**src/rtl/smc_pkg.sv**
```systemverilog
// Package: constants and types of the sync modem character controller
// Functional notes
// RQ1: Received bits shift into an 8-bit register; each byte raises a request.
// RQ2: Status bit 10 is one when the byte has an even count of ones.
// RQ3: I/O reset or carrier off sends input to idle; idle watches carrier.
// RQ4: Armed on carrier while idle, framing failure, or record separator.
// RQ5: Armed input watches data; first one-to-zero step starts framing.
// RQ6: Framing hunts bitwise for sync, then loads the next eight bits.
// RQ7: Second sync byte enters run and requests; otherwise back to armed.
// RQ8: Run holds until carrier drops (idle) or record separator (armed).
// RQ9: First sync byte is dropped; host reads the second one to clear it.
// RQ10: Input timing error when a byte completes before the last was read.
// RQ11: Data read puts first bit on A15, last on A08, right byte zero.
// RQ12: Byte and parity stay seven bit times; parity reading is optional.
// RQ13: Host byte accepted only when holding register empty and modem ready.
// RQ14: On clear to send, holding moves to shifter and output requests.
// RQ15: Output request unanswered for seven bit clocks sets output error.
// RQ16: Transmit data line holds one whenever nothing is being sent.
// RQ17: Output bytes go out unchanged, no parity made or checked.
// RQ18: Auto-dial presents bits 08 to 11 as BCD digit; 12-15 ignored.
// RQ19: Auto-dial raises an output request each time the dialer wants a digit.
// RQ20: Host issues dialing complete after the final digit.
// RQ21: Two I/O addresses share upper seven bits; LSB one means input.
// RQ22: Input and output request enables are set and cleared separately.
// RQ23: Data read acknowledged only with new byte and no input error.
// RQ24: Record separator to input address (XXX1) drops lock to armed.
package smc_pkg;
    // Bus register byte offsets
    localparam logic [7:0] OFF_INSTR = 8'h00;
    localparam logic [7:0] OFF_RESULT = 8'h04;
    localparam logic [7:0] OFF_STATUS = 8'h08;
    // Instruction word fields
    localparam int INSTR_OP_LSB = 30;
    localparam int INSTR_ADR_LSB = 16;
    localparam logic [1:0] OP_CMD = 2'h0;
    localparam logic [1:0] OP_DWR = 2'h1;
    localparam logic [1:0] OP_DRD = 2'h2;
    localparam logic [1:0] OP_SRD = 2'h3;
    // Command codes, accumulator low nibble
    localparam logic [3:0] CMD_ONE = 4'h1;
    localparam logic [3:0] CMD_INH = 4'h4;
    localparam logic [3:0] CMD_OFF = 4'h5;
    localparam logic [3:0] CMD_ALW = 4'h8;
    localparam logic [3:0] CMD_ON = 4'h9;
    localparam logic [3:0] CMD_DONE = 4'hD;
    // Result and status bit positions
    localparam int RES_ACK = 16;
    localparam int ST_DSR = 15;
    localparam int ST_ERR = 13;
    localparam int ST_LINE = 12;
    localparam int ST_NEXT = 11;
    localparam int ST_PAR = 10;
    // Timing counts in serial bit intervals and bus response codes
    localparam logic [2:0] LATE_BITS = 3'h7;
    localparam logic [3:0] BYTE_BITS = 4'h8;
    localparam logic [1:0] RESP_OKAY = 2'h0;
    localparam logic [1:0] RESP_SLVERR = 2'h2;
    typedef enum logic [1:0] {RX_IDLE, RX_ARMED, RX_FRAME, RX_RUN} smc_rx_e;
endpackage

```
**src/rtl/smc_tx_if.sv**
```systemverilog
// Interface: holding register to output shifter handoff
`timescale 1ns/1ps
`default_nettype none
interface smc_tx_if;
    logic bitTick;
    logic load;
    logic [7:0] byteIn;
    logic ready;
    logic txBit;
    modport ctl (output bitTick, load, byteIn, input ready, txBit);
    modport shf (input bitTick, load, byteIn, output ready, txBit);
endinterface
`default_nettype wire

```
**src/rtl/smc_tx_shift.sv**
```systemverilog
// Output shift register driving the modem transmit data line
`timescale 1ns/1ps
`default_nettype none
module smc_tx_shift
    import smc_pkg::*;
(
    input wire logic clock, // System clock
    input wire logic reset_n, // Async reset, active low
    smc_tx_if.shf tx // Handoff from controller
);
    logic [7:0] sr_q;
    logic [3:0] cnt_q;
    logic txBit_q;

    // Load a byte, shift one bit per tick, mark when empty
    always_ff @(posedge clock or negedge reset_n) begin
        if (!reset_n) begin
            sr_q <= 8'h00;
            cnt_q <= 4'h0;
            txBit_q <= 1'b1;
        end else if (tx.load && cnt_q == 4'h0) begin
            sr_q <= tx.byteIn; // RQ17
            cnt_q <= BYTE_BITS;
        end else if (tx.bitTick) begin
            if (cnt_q != 4'h0) begin
                txBit_q <= sr_q[7];
                sr_q <= {sr_q[6:0], 1'b0};
                cnt_q <= cnt_q - 4'h1;
            end else begin
                txBit_q <= 1'b1; // RQ16
            end
        end
    end

    assign tx.ready = (cnt_q == 4'h0);
    assign tx.txBit = txBit_q;

    property p_mark;
        @(posedge clock) disable iff (!reset_n)
        tx.bitTick && cnt_q == 4'h0 && !tx.load |=> txBit_q;
    endproperty
    a_mark: assert property (p_mark) // RQ16
        else $error("transmit line not at mark while idle");
endmodule
`default_nettype wire

```
**src/rtl/smc_ctrl.sv**
```systemverilog
// Top: sync modem character controller with AXI4-Lite host channel
`timescale 1ns/1ps
`default_nettype none
module smc_ctrl
    import smc_pkg::*;
#(
    parameter logic [6:0] DEV_ADDR = 7'h21, // Arbitrary I/O address
    parameter logic [7:0] SYNC_CHAR = 8'h16 // Sync character
) (
    input wire logic clock, // 200 MHz clock
    input wire logic reset_n, // Async reset, active low
    input wire logic [7:0] awaddr, // Write address
    input wire logic awvalid, // Write address valid
    output logic awready, // Write address ready
    input wire logic [31:0] wdata, // Write data
    input wire logic [3:0] wstrb, // Write strobes
    input wire logic wvalid, // Write data valid
    output logic wready, // Write data ready
    output logic [1:0] bresp, // Write response
    output logic bvalid, // Write response valid
    input wire logic bready, // Write response ready
    input wire logic [7:0] araddr, // Read address
    input wire logic arvalid, // Read address valid
    output logic arready, // Read address ready
    output logic [31:0] rdata, // Read data
    output logic [1:0] rresp, // Read response
    output logic rvalid, // Read data valid
    input wire logic rready, // Read data ready
    input wire logic rxClk, // Modem receive clock
    input wire logic rxData, // Modem receive data
    input wire logic carrierOn, // Carrier detector
    input wire logic txClk, // Modem transmit clock
    input wire logic clearToSend, // Clear to send
    input wire logic dataSetReady, // Data set ready
    input wire logic dialNextReq, // Auto-dialer wants next digit
    output logic txData, // Modem transmit data
    output logic requestToSend, // Request to send
    output logic terminalReady, // Terminal ready
    output logic [3:0] dialDigit, // BCD digit to auto-dialer
    output logic inSvcReq, // Input service request
    output logic outSvcReq // Output service request
);
    smc_tx_if tx ();
    smc_rx_e rxState_q;
    logic [6:0] meta_q, sync_q, prev_q;
    logic rxClkS, rxDataS, carrierS, txClkS, ctsS, dsrS, nextS;
    logic rxEdge, txEdge, nextEdge, dsrEdge;
    logic awHeld_q, wHeld_q, bvalid_q, rvalid_q;
    logic [7:0] awAddr_q;
    logic [31:0] wData_q, rdata_q, result_q;
    logic [1:0] rresp_q;
    logic wrGo, instrGo, hit, toIn;
    logic [1:0] op;
    logic [15:0] acc;
    logic [3:0] code;
    logic cmdIn, cmdOut, callOk, outCmdAck, rdAck, wrAck, holdFree;
    logic rsep, byteDone, rxLoad, rxLate, inStRd, outStRd;
    logic [7:0] rxSr_q, shNext, rxHold_q, holdByte_q;
    logic [2:0] bitCnt_q, lateCnt_q;
    logic locked_q, rxFull_q, parity_q, inErr_q, inReq_q;
    logic holdFull_q, outReq_q, txWait_q, outErr_q;
    logic inEn_q, outEn_q, rts_q, dtr_q, dialMode_q, dialPend_q;
    logic [3:0] dialDigit_q;
    logic [15:0] inStat, outStat;

    // Two-stage synchronisers for all modem pins
    always_ff @(posedge clock or negedge reset_n) begin
        if (!reset_n) begin
            meta_q <= 7'h00;
            sync_q <= 7'h00;
            prev_q <= 7'h00;
        end else begin
            meta_q <= {dialNextReq, dataSetReady, clearToSend, txClk,
                       carrierOn, rxData, rxClk};
            sync_q <= meta_q;
            prev_q <= sync_q;
        end
    end
    assign {nextS, dsrS, ctsS, txClkS, carrierS, rxDataS, rxClkS} = sync_q;
    assign rxEdge = rxClkS && !prev_q[0];
    assign txEdge = !txClkS && prev_q[3];
    assign dsrEdge = dsrS != prev_q[5];
    assign nextEdge = nextS && !prev_q[6];

    // Write channel: address and data taken in either order
    assign awready = !awHeld_q && !bvalid_q;
    assign wready = !wHeld_q && !bvalid_q;
    assign wrGo = awHeld_q && wHeld_q && !bvalid_q;
    always_ff @(posedge clock or negedge reset_n) begin
        if (!reset_n) begin
            awHeld_q <= 1'b0;
            wHeld_q <= 1'b0;
            bvalid_q <= 1'b0;
            awAddr_q <= 8'h00;
            wData_q <= 32'h00000000;
        end else begin
            if (awvalid && awready) begin
                awHeld_q <= 1'b1;
                awAddr_q <= awaddr;
            end else if (wrGo) begin
                awHeld_q <= 1'b0;
            end
            if (wvalid && wready && wstrb == 4'hF) begin
                wHeld_q <= 1'b1;
                wData_q <= wdata;
            end else if (wvalid && wready) begin
                wHeld_q <= 1'b1;
                wData_q <= 32'h00000000; // Partial write: no-op
            end else if (wrGo) begin
                wHeld_q <= 1'b0;
            end
            if (wrGo) begin
                bvalid_q <= 1'b1;
            end else if (bready) begin
                bvalid_q <= 1'b0;
            end
        end
    end
    assign bvalid = bvalid_q;
    assign bresp = (awAddr_q == OFF_INSTR) ? RESP_OKAY : RESP_SLVERR;

    // Instruction decode of the emulated host channel
    assign instrGo = wrGo && awAddr_q == OFF_INSTR;
    assign op = wData_q[INSTR_OP_LSB +: 2];
    assign hit = wData_q[INSTR_ADR_LSB + 1 +: 7] == DEV_ADDR; // RQ21
    assign toIn = wData_q[INSTR_ADR_LSB]; // RQ21
    assign acc = wData_q[15:0];
    assign code = acc[3:0];
    assign cmdIn = instrGo && hit && op == OP_CMD && toIn;
    assign cmdOut = instrGo && hit && op == OP_CMD && !toIn;
    assign callOk = dtr_q && !carrierS;
    assign outCmdAck = cmdOut && (code != CMD_ONE || dsrS)
                       && (code != CMD_ON || callOk);
    assign rsep = cmdIn && code == CMD_ONE; // RQ24
    assign rdAck = instrGo && hit && op == OP_DRD && toIn
                   && rxFull_q && !inErr_q; // RQ23
    assign holdFree = !holdFull_q && !outErr_q
                      && (dialMode_q ? dialPend_q : (dsrS && rts_q));
    assign wrAck = instrGo && hit && op == OP_DWR && !toIn
                   && holdFree; // RQ13
    assign inStRd = instrGo && hit && op == OP_SRD && toIn;
    assign outStRd = instrGo && hit && op == OP_SRD && !toIn;
    assign inStat = {2'b00, inErr_q, carrierS, 1'b0, parity_q, 10'h000};
    assign outStat = {dsrS, 1'b0, outErr_q, ctsS, dialPend_q, 11'h000};

    // Command effects on enables and modem controls
    always_ff @(posedge clock or negedge reset_n) begin
        if (!reset_n) begin
            inEn_q <= 1'b0;
            outEn_q <= 1'b0;
            rts_q <= 1'b0;
            dtr_q <= 1'b0;
            dialMode_q <= 1'b0;
        end else begin
            if (cmdIn && code == CMD_INH) inEn_q <= 1'b0; // RQ22
            if (cmdIn && code == CMD_ALW) inEn_q <= 1'b1; // RQ22
            if (cmdOut && code == CMD_INH) outEn_q <= 1'b0; // RQ22
            if (cmdOut && code == CMD_ALW) outEn_q <= 1'b1; // RQ22
            if (cmdIn && code == CMD_ON) dtr_q <= 1'b1;
            if (cmdIn && code == CMD_OFF) dtr_q <= 1'b0;
            if (outCmdAck && code == CMD_ONE) rts_q <= 1'b1;
            if (cmdOut && code == CMD_OFF) rts_q <= 1'b0;
            if (outCmdAck && code == CMD_ON) dialMode_q <= 1'b1;
            if (cmdOut && code == CMD_DONE) dialMode_q <= 1'b0;
        end
    end

    // Result word of the last instruction
    always_ff @(posedge clock or negedge reset_n) begin
        if (!reset_n) begin
            result_q <= 32'h00000000;
        end else if (instrGo) begin
            result_q <= 32'h00000000;
            if (rdAck) begin
                result_q[RES_ACK] <= 1'b1;
                result_q[15:8] <= rxHold_q; // RQ11
            end else if (inStRd) begin
                result_q[15:0] <= inStat;
            end else if (outStRd) begin
                result_q[15:0] <= outStat;
            end else if (wrAck || cmdIn || outCmdAck) begin
                result_q[RES_ACK] <= 1'b1;
            end
        end
    end

    // Read channel with registered data
    assign arready = !rvalid_q;
    always_ff @(posedge clock or negedge reset_n) begin
        if (!reset_n) begin
            rvalid_q <= 1'b0;
            rdata_q <= 32'h00000000;
            rresp_q <= RESP_OKAY;
        end else if (arvalid && arready) begin
            rvalid_q <= 1'b1;
            rresp_q <= RESP_OKAY;
            case (araddr)
                OFF_RESULT: rdata_q <= result_q;
                OFF_STATUS: rdata_q <= {22'h000000, holdFull_q,
                    dialMode_q, rxState_q, locked_q, rxFull_q,
                    outSvcReq, inSvcReq, 2'b00};
                default: begin
                    rdata_q <= 32'h00000000;
                    rresp_q <= RESP_SLVERR;
                end
            endcase
        end else if (rready) begin
            rvalid_q <= 1'b0;
        end
    end
    assign rvalid = rvalid_q;
    assign rdata = rdata_q;
    assign rresp = rresp_q;

    // Input sequencer: idle, armed, framing, run
    assign shNext = {rxSr_q[6:0], rxDataS}; // RQ1
    assign byteDone = rxEdge && bitCnt_q == 3'h7
        && (rxState_q == RX_RUN || (rxState_q == RX_FRAME && locked_q));
    always_ff @(posedge clock or negedge reset_n) begin
        if (!reset_n) begin
            rxState_q <= RX_IDLE;
        end else if (!carrierS) begin
            rxState_q <= RX_IDLE; // RQ3 RQ8
        end else begin
            case (rxState_q)
                RX_IDLE: rxState_q <= RX_ARMED; // RQ4
                RX_ARMED: begin
                    if (prev_q[1] && !rxDataS) rxState_q <= RX_FRAME; // RQ5
                end
                RX_FRAME: begin
                    if (rsep) begin
                        rxState_q <= RX_ARMED; // RQ24
                    end else if (byteDone) begin
                        rxState_q <= (shNext == SYNC_CHAR) ? RX_RUN
                                     : RX_ARMED; // RQ7
                    end
                end
                RX_RUN: begin
                    if (rsep) rxState_q <= RX_ARMED; // RQ8 RQ24
                end
                default: rxState_q <= RX_IDLE;
            endcase
        end
    end

    // Sync hunt, lock and bit counting
    always_ff @(posedge clock or negedge reset_n) begin
        if (!reset_n) begin
            rxSr_q <= 8'hFF;
            locked_q <= 1'b0;
            bitCnt_q <= 3'h0;
        end else if (rxState_q == RX_IDLE || rxState_q == RX_ARMED) begin
            rxSr_q <= 8'hFF;
            locked_q <= 1'b0;
            bitCnt_q <= 3'h0;
        end else if (rxEdge) begin
            rxSr_q <= shNext;
            if (rxState_q == RX_FRAME && !locked_q) begin
                // First sync found: purged, count next byte
                locked_q <= shNext == SYNC_CHAR; // RQ6 RQ9
            end else begin
                bitCnt_q <= bitCnt_q + 3'h1;
            end
        end
    end

    // Received byte hold, parity, error and request
    assign rxLoad = byteDone && (rxState_q == RX_RUN || shNext == SYNC_CHAR);
    assign rxLate = rxLoad && rxFull_q && !rdAck;
    always_ff @(posedge clock or negedge reset_n) begin
        if (!reset_n) begin
            rxHold_q <= 8'h00;
            parity_q <= 1'b0;
            rxFull_q <= 1'b0;
        end else if (rxLoad && !rxLate) begin
            rxHold_q <= shNext; // RQ12
            parity_q <= ~^shNext; // RQ2
            rxFull_q <= 1'b1;
        end else if (rdAck) begin
            rxFull_q <= 1'b0; // RQ9
        end
    end
    always_ff @(posedge clock or negedge reset_n) begin
        if (!reset_n) begin
            inErr_q <= 1'b0;
            inReq_q <= 1'b0;
        end else begin
            if (rxLate) inErr_q <= 1'b1; // RQ10
            else if (inStRd) inErr_q <= 1'b0;
            if (rxLoad) inReq_q <= 1'b1; // RQ1 RQ7
            else if (rdAck || cmdIn) inReq_q <= 1'b0;
        end
    end
    assign inSvcReq = inReq_q && inEn_q; // RQ22

    // Holding register and auto-dial digit
    assign tx.bitTick = txEdge;
    assign tx.byteIn = holdByte_q;
    assign tx.load = holdFull_q && tx.ready && ctsS && rts_q; // RQ14
    always_ff @(posedge clock or negedge reset_n) begin
        if (!reset_n) begin
            holdFull_q <= 1'b0;
            holdByte_q <= 8'h00;
            dialDigit_q <= 4'h0;
            dialPend_q <= 1'b0;
        end else begin
            if (wrAck && dialMode_q) begin
                dialDigit_q <= acc[11:8]; // RQ18
            end else if (wrAck) begin
                holdByte_q <= acc[15:8];
                holdFull_q <= 1'b1;
            end else if (tx.load) begin
                holdFull_q <= 1'b0; // RQ14
            end
            if (nextEdge && dialMode_q) dialPend_q <= 1'b1; // RQ19
            else if (wrAck || !dialMode_q) dialPend_q <= 1'b0;
        end
    end

    // Output request, lateness count and output error
    always_ff @(posedge clock or negedge reset_n) begin
        if (!reset_n) begin
            outReq_q <= 1'b0;
            txWait_q <= 1'b0;
            lateCnt_q <= 3'h0;
            outErr_q <= 1'b0;
        end else begin
            if (tx.load || (nextEdge && dialMode_q) || dsrEdge) begin
                outReq_q <= 1'b1; // RQ14 RQ19
            end else if (wrAck || outCmdAck) begin
                outReq_q <= 1'b0;
            end
            if (tx.load) begin
                txWait_q <= 1'b1;
                lateCnt_q <= 3'h0;
            end else if (wrAck || !rts_q) begin
                txWait_q <= 1'b0;
            end else if (txWait_q && txEdge) begin
                lateCnt_q <= lateCnt_q + 3'h1;
            end
            if (txWait_q && txEdge && !wrAck
                && lateCnt_q == LATE_BITS - 3'h1) begin
                outErr_q <= 1'b1; // RQ15
                txWait_q <= 1'b0;
            end else if (outStRd) begin
                outErr_q <= 1'b0;
            end
        end
    end
    assign outSvcReq = outReq_q && outEn_q; // RQ22

    smc_tx_shift u_shift (
        .clock(clock),
        .reset_n(reset_n),
        .tx(tx.shf)
    );
    assign txData = tx.txBit;
    assign requestToSend = rts_q;
    assign terminalReady = dtr_q;
    assign dialDigit = dialDigit_q;

    // Checks next to the logic
    property p_inreq;
        @(posedge clock) disable iff (!reset_n) rxLoad |=> inReq_q;
    endproperty
    a_inreq: assert property (p_inreq) // RQ1
        else $error("no input request after byte");
    property p_parity;
        @(posedge clock) disable iff (!reset_n)
        rxLoad && !rxLate |=> parity_q == ~^rxHold_q;
    endproperty
    a_parity: assert property (p_parity) // RQ2
        else $error("parity flag wrong");
    property p_idle;
        @(posedge clock) disable iff (!reset_n)
        !carrierS |=> rxState_q == RX_IDLE;
    endproperty
    a_idle: assert property (p_idle) // RQ3
        else $error("input not idle on carrier off");
    property p_arm;
        @(posedge clock) disable iff (!reset_n)
        rxState_q == RX_IDLE && carrierS |=> rxState_q == RX_ARMED;
    endproperty
    a_arm: assert property (p_arm) // RQ4
        else $error("input not armed on carrier");
    property p_frame;
        @(posedge clock) disable iff (!reset_n)
        rxState_q == RX_ARMED && carrierS && prev_q[1] && !rxDataS
        |=> rxState_q == RX_FRAME;
    endproperty
    a_frame: assert property (p_frame) // RQ5
        else $error("no framing on falling data");
    property p_fail;
        @(posedge clock) disable iff (!reset_n)
        rxState_q == RX_FRAME && carrierS && byteDone && !rsep
        && shNext != SYNC_CHAR |=> rxState_q == RX_ARMED && !$rose(inReq_q);
    endproperty
    a_fail: assert property (p_fail) // RQ7
        else $error("bad second sync not rejected");
    property p_late;
        @(posedge clock) disable iff (!reset_n)
        rxLate |=> inErr_q && rxHold_q == $past(rxHold_q);
    endproperty
    a_late: assert property (p_late) // RQ10
        else $error("input overrun not flagged");
    property p_rd;
        @(posedge clock) disable iff (!reset_n)
        rdAck |=> result_q[15:8] == $past(rxHold_q, 1)
        && result_q[7:0] == 8'h00 && (!rxFull_q || $past(rxLoad));
    endproperty
    a_rd: assert property (p_rd) // RQ11
        else $error("data read word wrong");
    property p_rdno;
        @(posedge clock) disable iff (!reset_n)
        instrGo && op == OP_DRD && toIn && hit && inErr_q
        |=> !result_q[RES_ACK];
    endproperty
    a_rdno: assert property (p_rdno) // RQ23
        else $error("read acked with input error");
    property p_oerr;
        @(posedge clock) disable iff (!reset_n)
        txWait_q && txEdge && !wrAck && lateCnt_q == 3'h6 |=> outErr_q;
    endproperty
    a_oerr: assert property (p_oerr) // RQ15
        else $error("output lateness not flagged");
    property p_dial;
        @(posedge clock) disable iff (!reset_n)
        wrAck && dialMode_q |=> dialDigit_q == $past(acc[11:8]) && !dialPend_q;
    endproperty
    a_dial: assert property (p_dial) // RQ18
        else $error("dial digit wrong");
    c_run: cover property (@(posedge clock) rxState_q == RX_RUN);
    c_err: cover property (@(posedge clock) outErr_q);
    c_send: cover property (@(posedge clock) tx.load ##[1:200] wrAck);
endmodule
`default_nettype wire

```
**config.mk**
```make
export PLATFORM = sky130hd
export DESIGN_NAME = smc_ctrl
export DESIGN_NICKNAME = d
export VERILOG_FILES = /design/src/rtl/smc_pkg.sv /design/src/rtl/smc_tx_if.sv /design/src/rtl/smc_tx_shift.sv /design/src/rtl/smc_ctrl.sv
export SDC_FILE = /design/constraint.sdc
export NUM_CORES = 1
export LEC_CHECK = 0
export BUFFER_PORTS_ARGS = -buffer_cell sky130_fd_sc_hd__buf_2
export CAP_MARGIN = 30
export CORE_MARGIN = 2
export CORE_UTILIZATION = 45
export CTS_CLUSTER_SIZE = 25
export DETAILED_ROUTE_END_ITERATION = 10
export HOLD_SLACK_MARGIN = 0.08
export PLACE_DENSITY = 0.67
export SLEW_MARGIN = 15
export SYNTH_ARGS = -nofsm -noshare
export SYNTH_HDL_FRONTEND = slang
export SYNTH_SLANG_ARGS = --single-unit
```
**constraint.sdc**
```tcl
create_clock -name clock -period 6.45 [get_ports clock]
set_input_delay 1.29 -clock clock [delete_from_list [all_inputs] [get_ports clock]]
set_output_delay 1.29 -clock clock [all_outputs]
set_load 0.005 [all_outputs]
```
Yosys cells after proc, flatten, opt, wreduce, memory -nomap -nowiden

Index checks and enable logic that the tools add are counted.

Bits in registers: 179
Memories kept: 0
Memory bits (read-only): 0
Bits in latches: 0
Bits in writable memories: 0
Logic and storage cells: 275

Reductions and logical operators: 133
Divide/modulo/power cells: 0
Multiply operators: 0
$lt $le $gt $ge: 0
$add $sub $neg: 3
Equality and inequality tests: 27
Muxes and demuxes: 73
Bitwise operators: 2
Shift-type cells: 0

Operators by type and width:

| operator                                                         | number |
|---|---|
| 32-bit 2-to-1 mux                                                | 2 |
| 1-bit logical AND                                                | 63 |
| 1-bit 2-to-1 mux                                                 | 43 |
| 2-bit nonzero test                                               | 21 |
| 17-bit case mux with 2 select lines                              | 1 |
| 16-bit 2-to-1 mux                                                | 2 |
| 8-bit 2-to-1 mux                                                 | 4 |
| 1-bit logical NOT                                                | 19 |
| 3-bit 2-to-1 mux                                                 | 6 |
| 4-bit == test (second input constant)                            | 4 |
| 2-bit 2-to-1 mux                                                 | 8 |
| 7-bit 2-to-1 mux                                                 | 2 |
| 2-bit AND reduction                                              | 7 |
| 1-bit logical OR                                                 | 13 |
| 4-bit 2-to-1 mux                                                 | 3 |
| 9-bit 2-to-1 mux                                                 | 1 |
| 2-bit == test (second input constant)                            | 4 |
| 4-bit by 3-bit == test with 1-bit output (second input constant) | 2 |
| 8-bit by 3-bit == test with 1-bit output (second input constant) | 1 |
| 8-bit by 4-bit == test with 1-bit output (second input constant) | 1 |
| 8-bit by 5-bit == test with 1-bit output (second input constant) | 1 |
| 8-bit logical NOT                                                | 1 |
| 4-bit inequality test (second input constant)                    | 2 |
| 2-bit case mux with 4 select lines                               | 1 |
| 18 further kinds                                                 | 26 |

Depth between registers and ports, before layout

Depth in word-level cells: 13
Gate-level depth with buffers: 7
Gate-level depth less buffers: 7

Cells and area by module

A second synthesis with hierarchy kept.

Cell total of the unflattened synthesis: 531
Area total of the unflattened synthesis: 6148.4 um^2

By module, submodules not included:

| module       | cells each | times used | area each (um^2) | sequential area each (um^2) |
|---|---|---|---|---|
| smc_ctrl     | 476        | 1          | 5530.3           | 3211.8 |
| smc_tx_shift | 55         | 1          | 618.1            | 326.6 |

Worst setup path after synthesis

OpenSTA, ideal clock, no wires.

Path type: in2reg
Start: input port araddr[5]
End: register rdata_q[8] (netlist: rdata[8])
Path slack: 3.766 ns
Library setup time: 0.084 ns
Data required time: 6.366 ns
Buffers on the path: 0
Arrival time: 2.600 ns
Stages on the path: 5
Path through: nor4_1 nand2_1 nor3b_1 a22oi_1 o21ai_0

Word-level cells in the longest chain between the ends: 2
Elaborated cells between the ends (all ways): 3
Classes of those cells: 2 x eq/ne; 1 x mux

RTL lines:

| what                                                                                                        | line            | source |
|---|---|---|
| start, declared                                                                                             | smc_ctrl.sv:22  | `input wire logic [7:0] araddr,` |
| 8-bit by 4-bit == test with 1-bit output / 8-bit by 3-bit == test with 1-bit output (equally long branches) | smc_ctrl.sv:197 | `case (araddr)` |
| 17-bit case mux with 2 select lines *                                                                       | smc_ctrl.sv:197 |  |
| end signal, assigned                                                                                        | smc_ctrl.sv:198 | `OFF_RESULT: rdata_q <= result_q;` |
| end signal, assigned                                                                                        | smc_ctrl.sv:199 | `OFF_STATUS: rdata_q <= {22'h000000, holdFull_q,` |
| end, declared                                                                                               | smc_ctrl.sv:50  | `logic [31:0] wData_q, rdata_q, result_q;` |

Mark *: on every way between the ends. The rest lies on a longest branch, timed or not.
A chain may end at the register's enable or synchronous reset.

Worst setup path in the final report

Start: register awAddr_q[1]
End: output port bresp[1]

Word-level cells in the longest chain between the ends: 2

RTL lines:

| what                   | line            | source |
|---|---|---|
| start, declared        | smc_ctrl.sv:49  | `logic [7:0] awAddr_q;` |
| start signal, assigned | smc_ctrl.sv:99  | `awAddr_q <= awaddr;` |
| 8-bit logical NOT      | smc_ctrl.sv:120 | `assign bresp = (awAddr_q == OFF_INSTR) ? RESP_OKAY : RESP_SLVERR;` |
| 2-bit 2-to-1 mux       | smc_ctrl.sv:120 |  |
| end, declared          | smc_ctrl.sv:19  | `output logic [1:0] bresp,` |

Every way passes these cells.

==> impl.org <==
** Place
- Weighted congestion at the end of routability-driven global placement :: between 0.8 and 0.9
- Buffers on Ports :: between 80 and 90
- Once detailed placement completed, the half-perimeter wirelength came to around 9000 um.
- After detailed placement, the design holds a cell count of around 790.

** Floorplan
- Row cnt :: 42
- The floorplan step defined a die boundary enclosing about 15,000 um2.
- The floorplan step defined a core boundary enclosing roughly 13,000 um2.
- The die is approximately 120 um tall.
- Count of pins on the block boundary :: 116
- In this run the horizontal extent of the chip is around 120 um.
- Starting utilization of the core area :: 0.4639

** Synth
- Unique masters post-synth :: just over 60
- Syn. warnings :: 0
- Summing every instance area after synthesis gives a little over 6000 um2.
- Prevailing post-synth register cell :: sky130_fd_sc_hd__dfrtp_1
- Yosys mapped a number of flops with a built-in enable equal to 0.
- Flop and latch count out of synthesis :: 141
- Synthesized instance count :: ~540
- Of all flip-flops after synthesis, the portion carrying an async set or reset was 1.000.
- For this run, the register share of the synthesized area comes to 0.5737.
- Syn_area_per_cell :: between 10 and 15 um2

** GRT
- Initial antenna violation count :: 0
- Largest net degree at the start of global routing :: between 80 and 90
- The first global-routing pass estimated approximately 21,000 um of wire.
- Global routing usage summed across all routing layers :: 0.1872
- Via count of the first global-routing pass :: 4,152
- Summed over all layers, the global routing overflow is 0.

** Clocking
- TritonCTS created 17 clock buffers.
- CTS Root Cell :: sky130_fd_sc_hd__clkbuf_16
- In this run, post-CTS repair resized a total of 0 instances.
- Clock transition at the registers of the reported paths :: 0.06 ns
- CTS saw 141 sinks.
- The number of setup buffers added after CTS is 0.
- Hold buffers post-CTS :: 0
- Maximum number of buffers from clock root to sink :: 2
- Clock tree from TritonCTS :: built
- CTS H-tree depth :: 4
- The later pin in the worst-skew pair is clocked with a latency of approximately 0.43 ns.

** Cells and area
- From synthesis to final layout, the design area changed by 18.64%.
- Nets :: 710
- Fraction of layout instances using a drive strength above 1 :: 0.2659
- Final standard cell count with taps included and fillers excluded :: 819
- Total inserted antenna cells :: 0

** STA
- On the final layout, the worst clock skew is ~0.0059 ns.
- Maximum clock frequency :: 0.3225 GHz
- Final setup violation count :: 0
- In the finished design, the share of the clock period the worst path needs comes to 0.4807.
- Setup repair after global routing left no endpoint under its margin.
- Slew at the pin closest to its max-slew limit :: 0.8527 ns
- Pins Over Slew Limit :: 0
- Hold Vio Cnt, Final :: 0
- After routing, the total negative slack on setup checks comes to 0 ns.
- Max-slew headroom :: 0.4299
- For the finished layout, the period the worst path requires is roughly 3.1 ns.

** Critical path
- Crit path required time :: roughly 5.2 ns
- Delay-heaviest family, CP :: simple AND/OR/NAND/NOR gates
- Category of the worst setup path launch point :: flip-flop
- Delay contributed by the slowest stage of the critical path :: a little under 0.6 ns
- The critical path goes through or4_4 -> nor2_8 -> inv_4 -> buf_2.
- Data on the critical path arrives at its endpoint at about 1.8 ns.
- Endpoint class of the critical path :: primary output
- Number of buffer and inverter instances along the worst setup path :: 2
- Highest net fanout along the worst path :: 7
- The critical path in this run is classified as reg2out.
- The slowest stage of the critical path belongs to the cell sky130_fd_sc_hd__or4_4.

** Drt
- Drt wl/cell :: between 15 and 20 um
- Antenna Violating Nets Remaining :: 0
- Drt first pass iters :: 4
- DRC :: 0
- In the routed layout, each cell is associated on average with a via count of roughly 5.3.
- Highest routing layer actually used :: met4
- Vias after detailed routing :: 4,323
- In this run, the number of DRC markers left after iteration 0 of detailed routing was 266.
- Met1 wire length :: a little under 6000 um
- Met2 WL post-DR :: around 5500 um
- For this block, the routed nets add up to around 12,000 um of wire.
- Met3 wire length :: between 800 and 900 um

** Power and ir drop
- Across the VDD grid, the largest voltage drop is 0.0002186 V.
- The analysis attributes to cell leakage a power of 0.003592 uW.
- Power spread over the standard cell area amounts to 312.5 nW/um2.

** Status
- Status :: complete, no violations

** Flow run
- Max-cap violations in this run came to 0.

** Min path
- In this run the worst hold path is classified as reg2reg.
cell type report:
type	count	area [um2]
multi-input cells	358	2391
flip-flops and latches	141	3538
inverters	22	85.08
well taps	176	220.2
clock buffers	22	484.2
clock inverters	10	136.4
repair buffers	90	461.7
fillers	1135	5978
cells in the final DEF, fill, tap and decap left out, drive strengths merged, types with 4 or more instances in the layout:
master,instances
buf,90
clkinv,4
nand3,12
nor3,6
o21ai,27
xnor2,5
nand2b,6
a22o,25
clkbuf,22
nor4b,4
ha,14
and3b,4
nand4,4
a21o,4
nand2,77
a31oi,15
nor2,26
dfrtp,133
and2,8
conb,19
dfstp,8
o211ai,7
a21oi,12
nor3b,4
mux2,29
nor2b,5
inv,22
nor4,5
where the power goes:
part	total [uW]	internal, uW	switching [uW]
Sequential	1020	960	62.8
Combinational	256	114	142
Clock	1010	647	361
worst reg2reg max path: stages (launching register included):
cell and delay [ns]:
sky130_fd_sc_hd__dfrtp_1 0.38, sky130_fd_sc_hd__nor4b_1 0.39, sky130_fd_sc_hd__nand4_1 0.45, sky130_fd_sc_hd__nor4_1 0.49
sky130_fd_sc_hd__and3_1 0.53, sky130_fd_sc_hd__mux2_2 0.39
cells by family after synthesis:
group                      synth area share
AOI/OAI and AO/OA                    0.1298
xor gates and xnor gates           0.009941
adders and majority gates           0.02840
buffers and inverters               0.04950
DFF                                  0.5737
muxes                               0.06168
other                             0.0006081
and+or+nand+nor                      0.1463
state kept, by name, summed over array words and instances, names as in the netlist, 2 cells and up:
register       flops
sync_q             7
dialDigit          4
bitCnt_q           3
awAddr_q           8
rxSr_q             7
rxHold_q           8
holdByte_q         8
rdata             15
wData_q           22
meta_q             7
prev_q             5
result_q           9
rxState_q          2
lateCnt_q          3
u_shift.sr_q       8
u_shift.cnt_q      4
stage by stage:
step | power, uW | instance area, um2 | worst slack (ns) | hold WS [ns] | utilization
after floorplan | 1205 | 6235 | 3.766 | 0.3312 | -
after global placement | 1281 | 6686 | 3.247 | 0.3353 | 0.5029
after detailed placement | 1298 | 6696 | 3.370 | 0.3371 | 0.5037
after CTS | 2311 | 7317 | 3.323 | 0.3497 | 0.5503
after global routing | 2392 | 7317 | 3.268 | 0.3535 | 0.5503
final | 2286 | 7317 | 3.349 | 0.3471 | 0.5503
worst paths after layout:
path	startpoint	endpoint	slack, ns	cells past startpoint
max	awAddr_q[1]	bresp[1]	3.35	4
min	meta_q[3]	sync_q[3]	0.35	0
max reg2reg	wData_q[18]	holdByte_q[4]	3.69	5
min reg2reg	meta_q[3]	sync_q[3]	0.35	0
max in group asynchronous	reset_n	wData_q[2]	4.37	2
min in group asynchronous	reset_n	rdata[7]	0.92	1
synthesized netlist by cell type, drive strengths merged, types with 5 or more instances:
cell type,count,share of area
a21oi,12,0.0097
a22o,25,0.036
a31oi,15,0.015
and2,8,0.0081
buf,22,0.025
clkbuf,17,0.010
dfrtp,133,0.54
dfstp,8,0.034
ha,14,0.028
inv,22,0.014
mux2,29,0.058
nand2,77,0.048
nand2b,6,0.0061
nand3,12,0.0097
nor2,26,0.018
nor2b,5,0.0051
nor3,6,0.0049
nor4,5,0.0071
o211ai,7,0.0085
o21ai,27,0.022
xnor2,5,0.0071
metal layers:
layer  global-route usage  up-vias
met3              0.06438       12
met5                    0        -
met2               0.2693      118
met4              0.06613        0
li1                     -     2058
met1               0.2635     2135
Power figures use the tool's default switching activity.
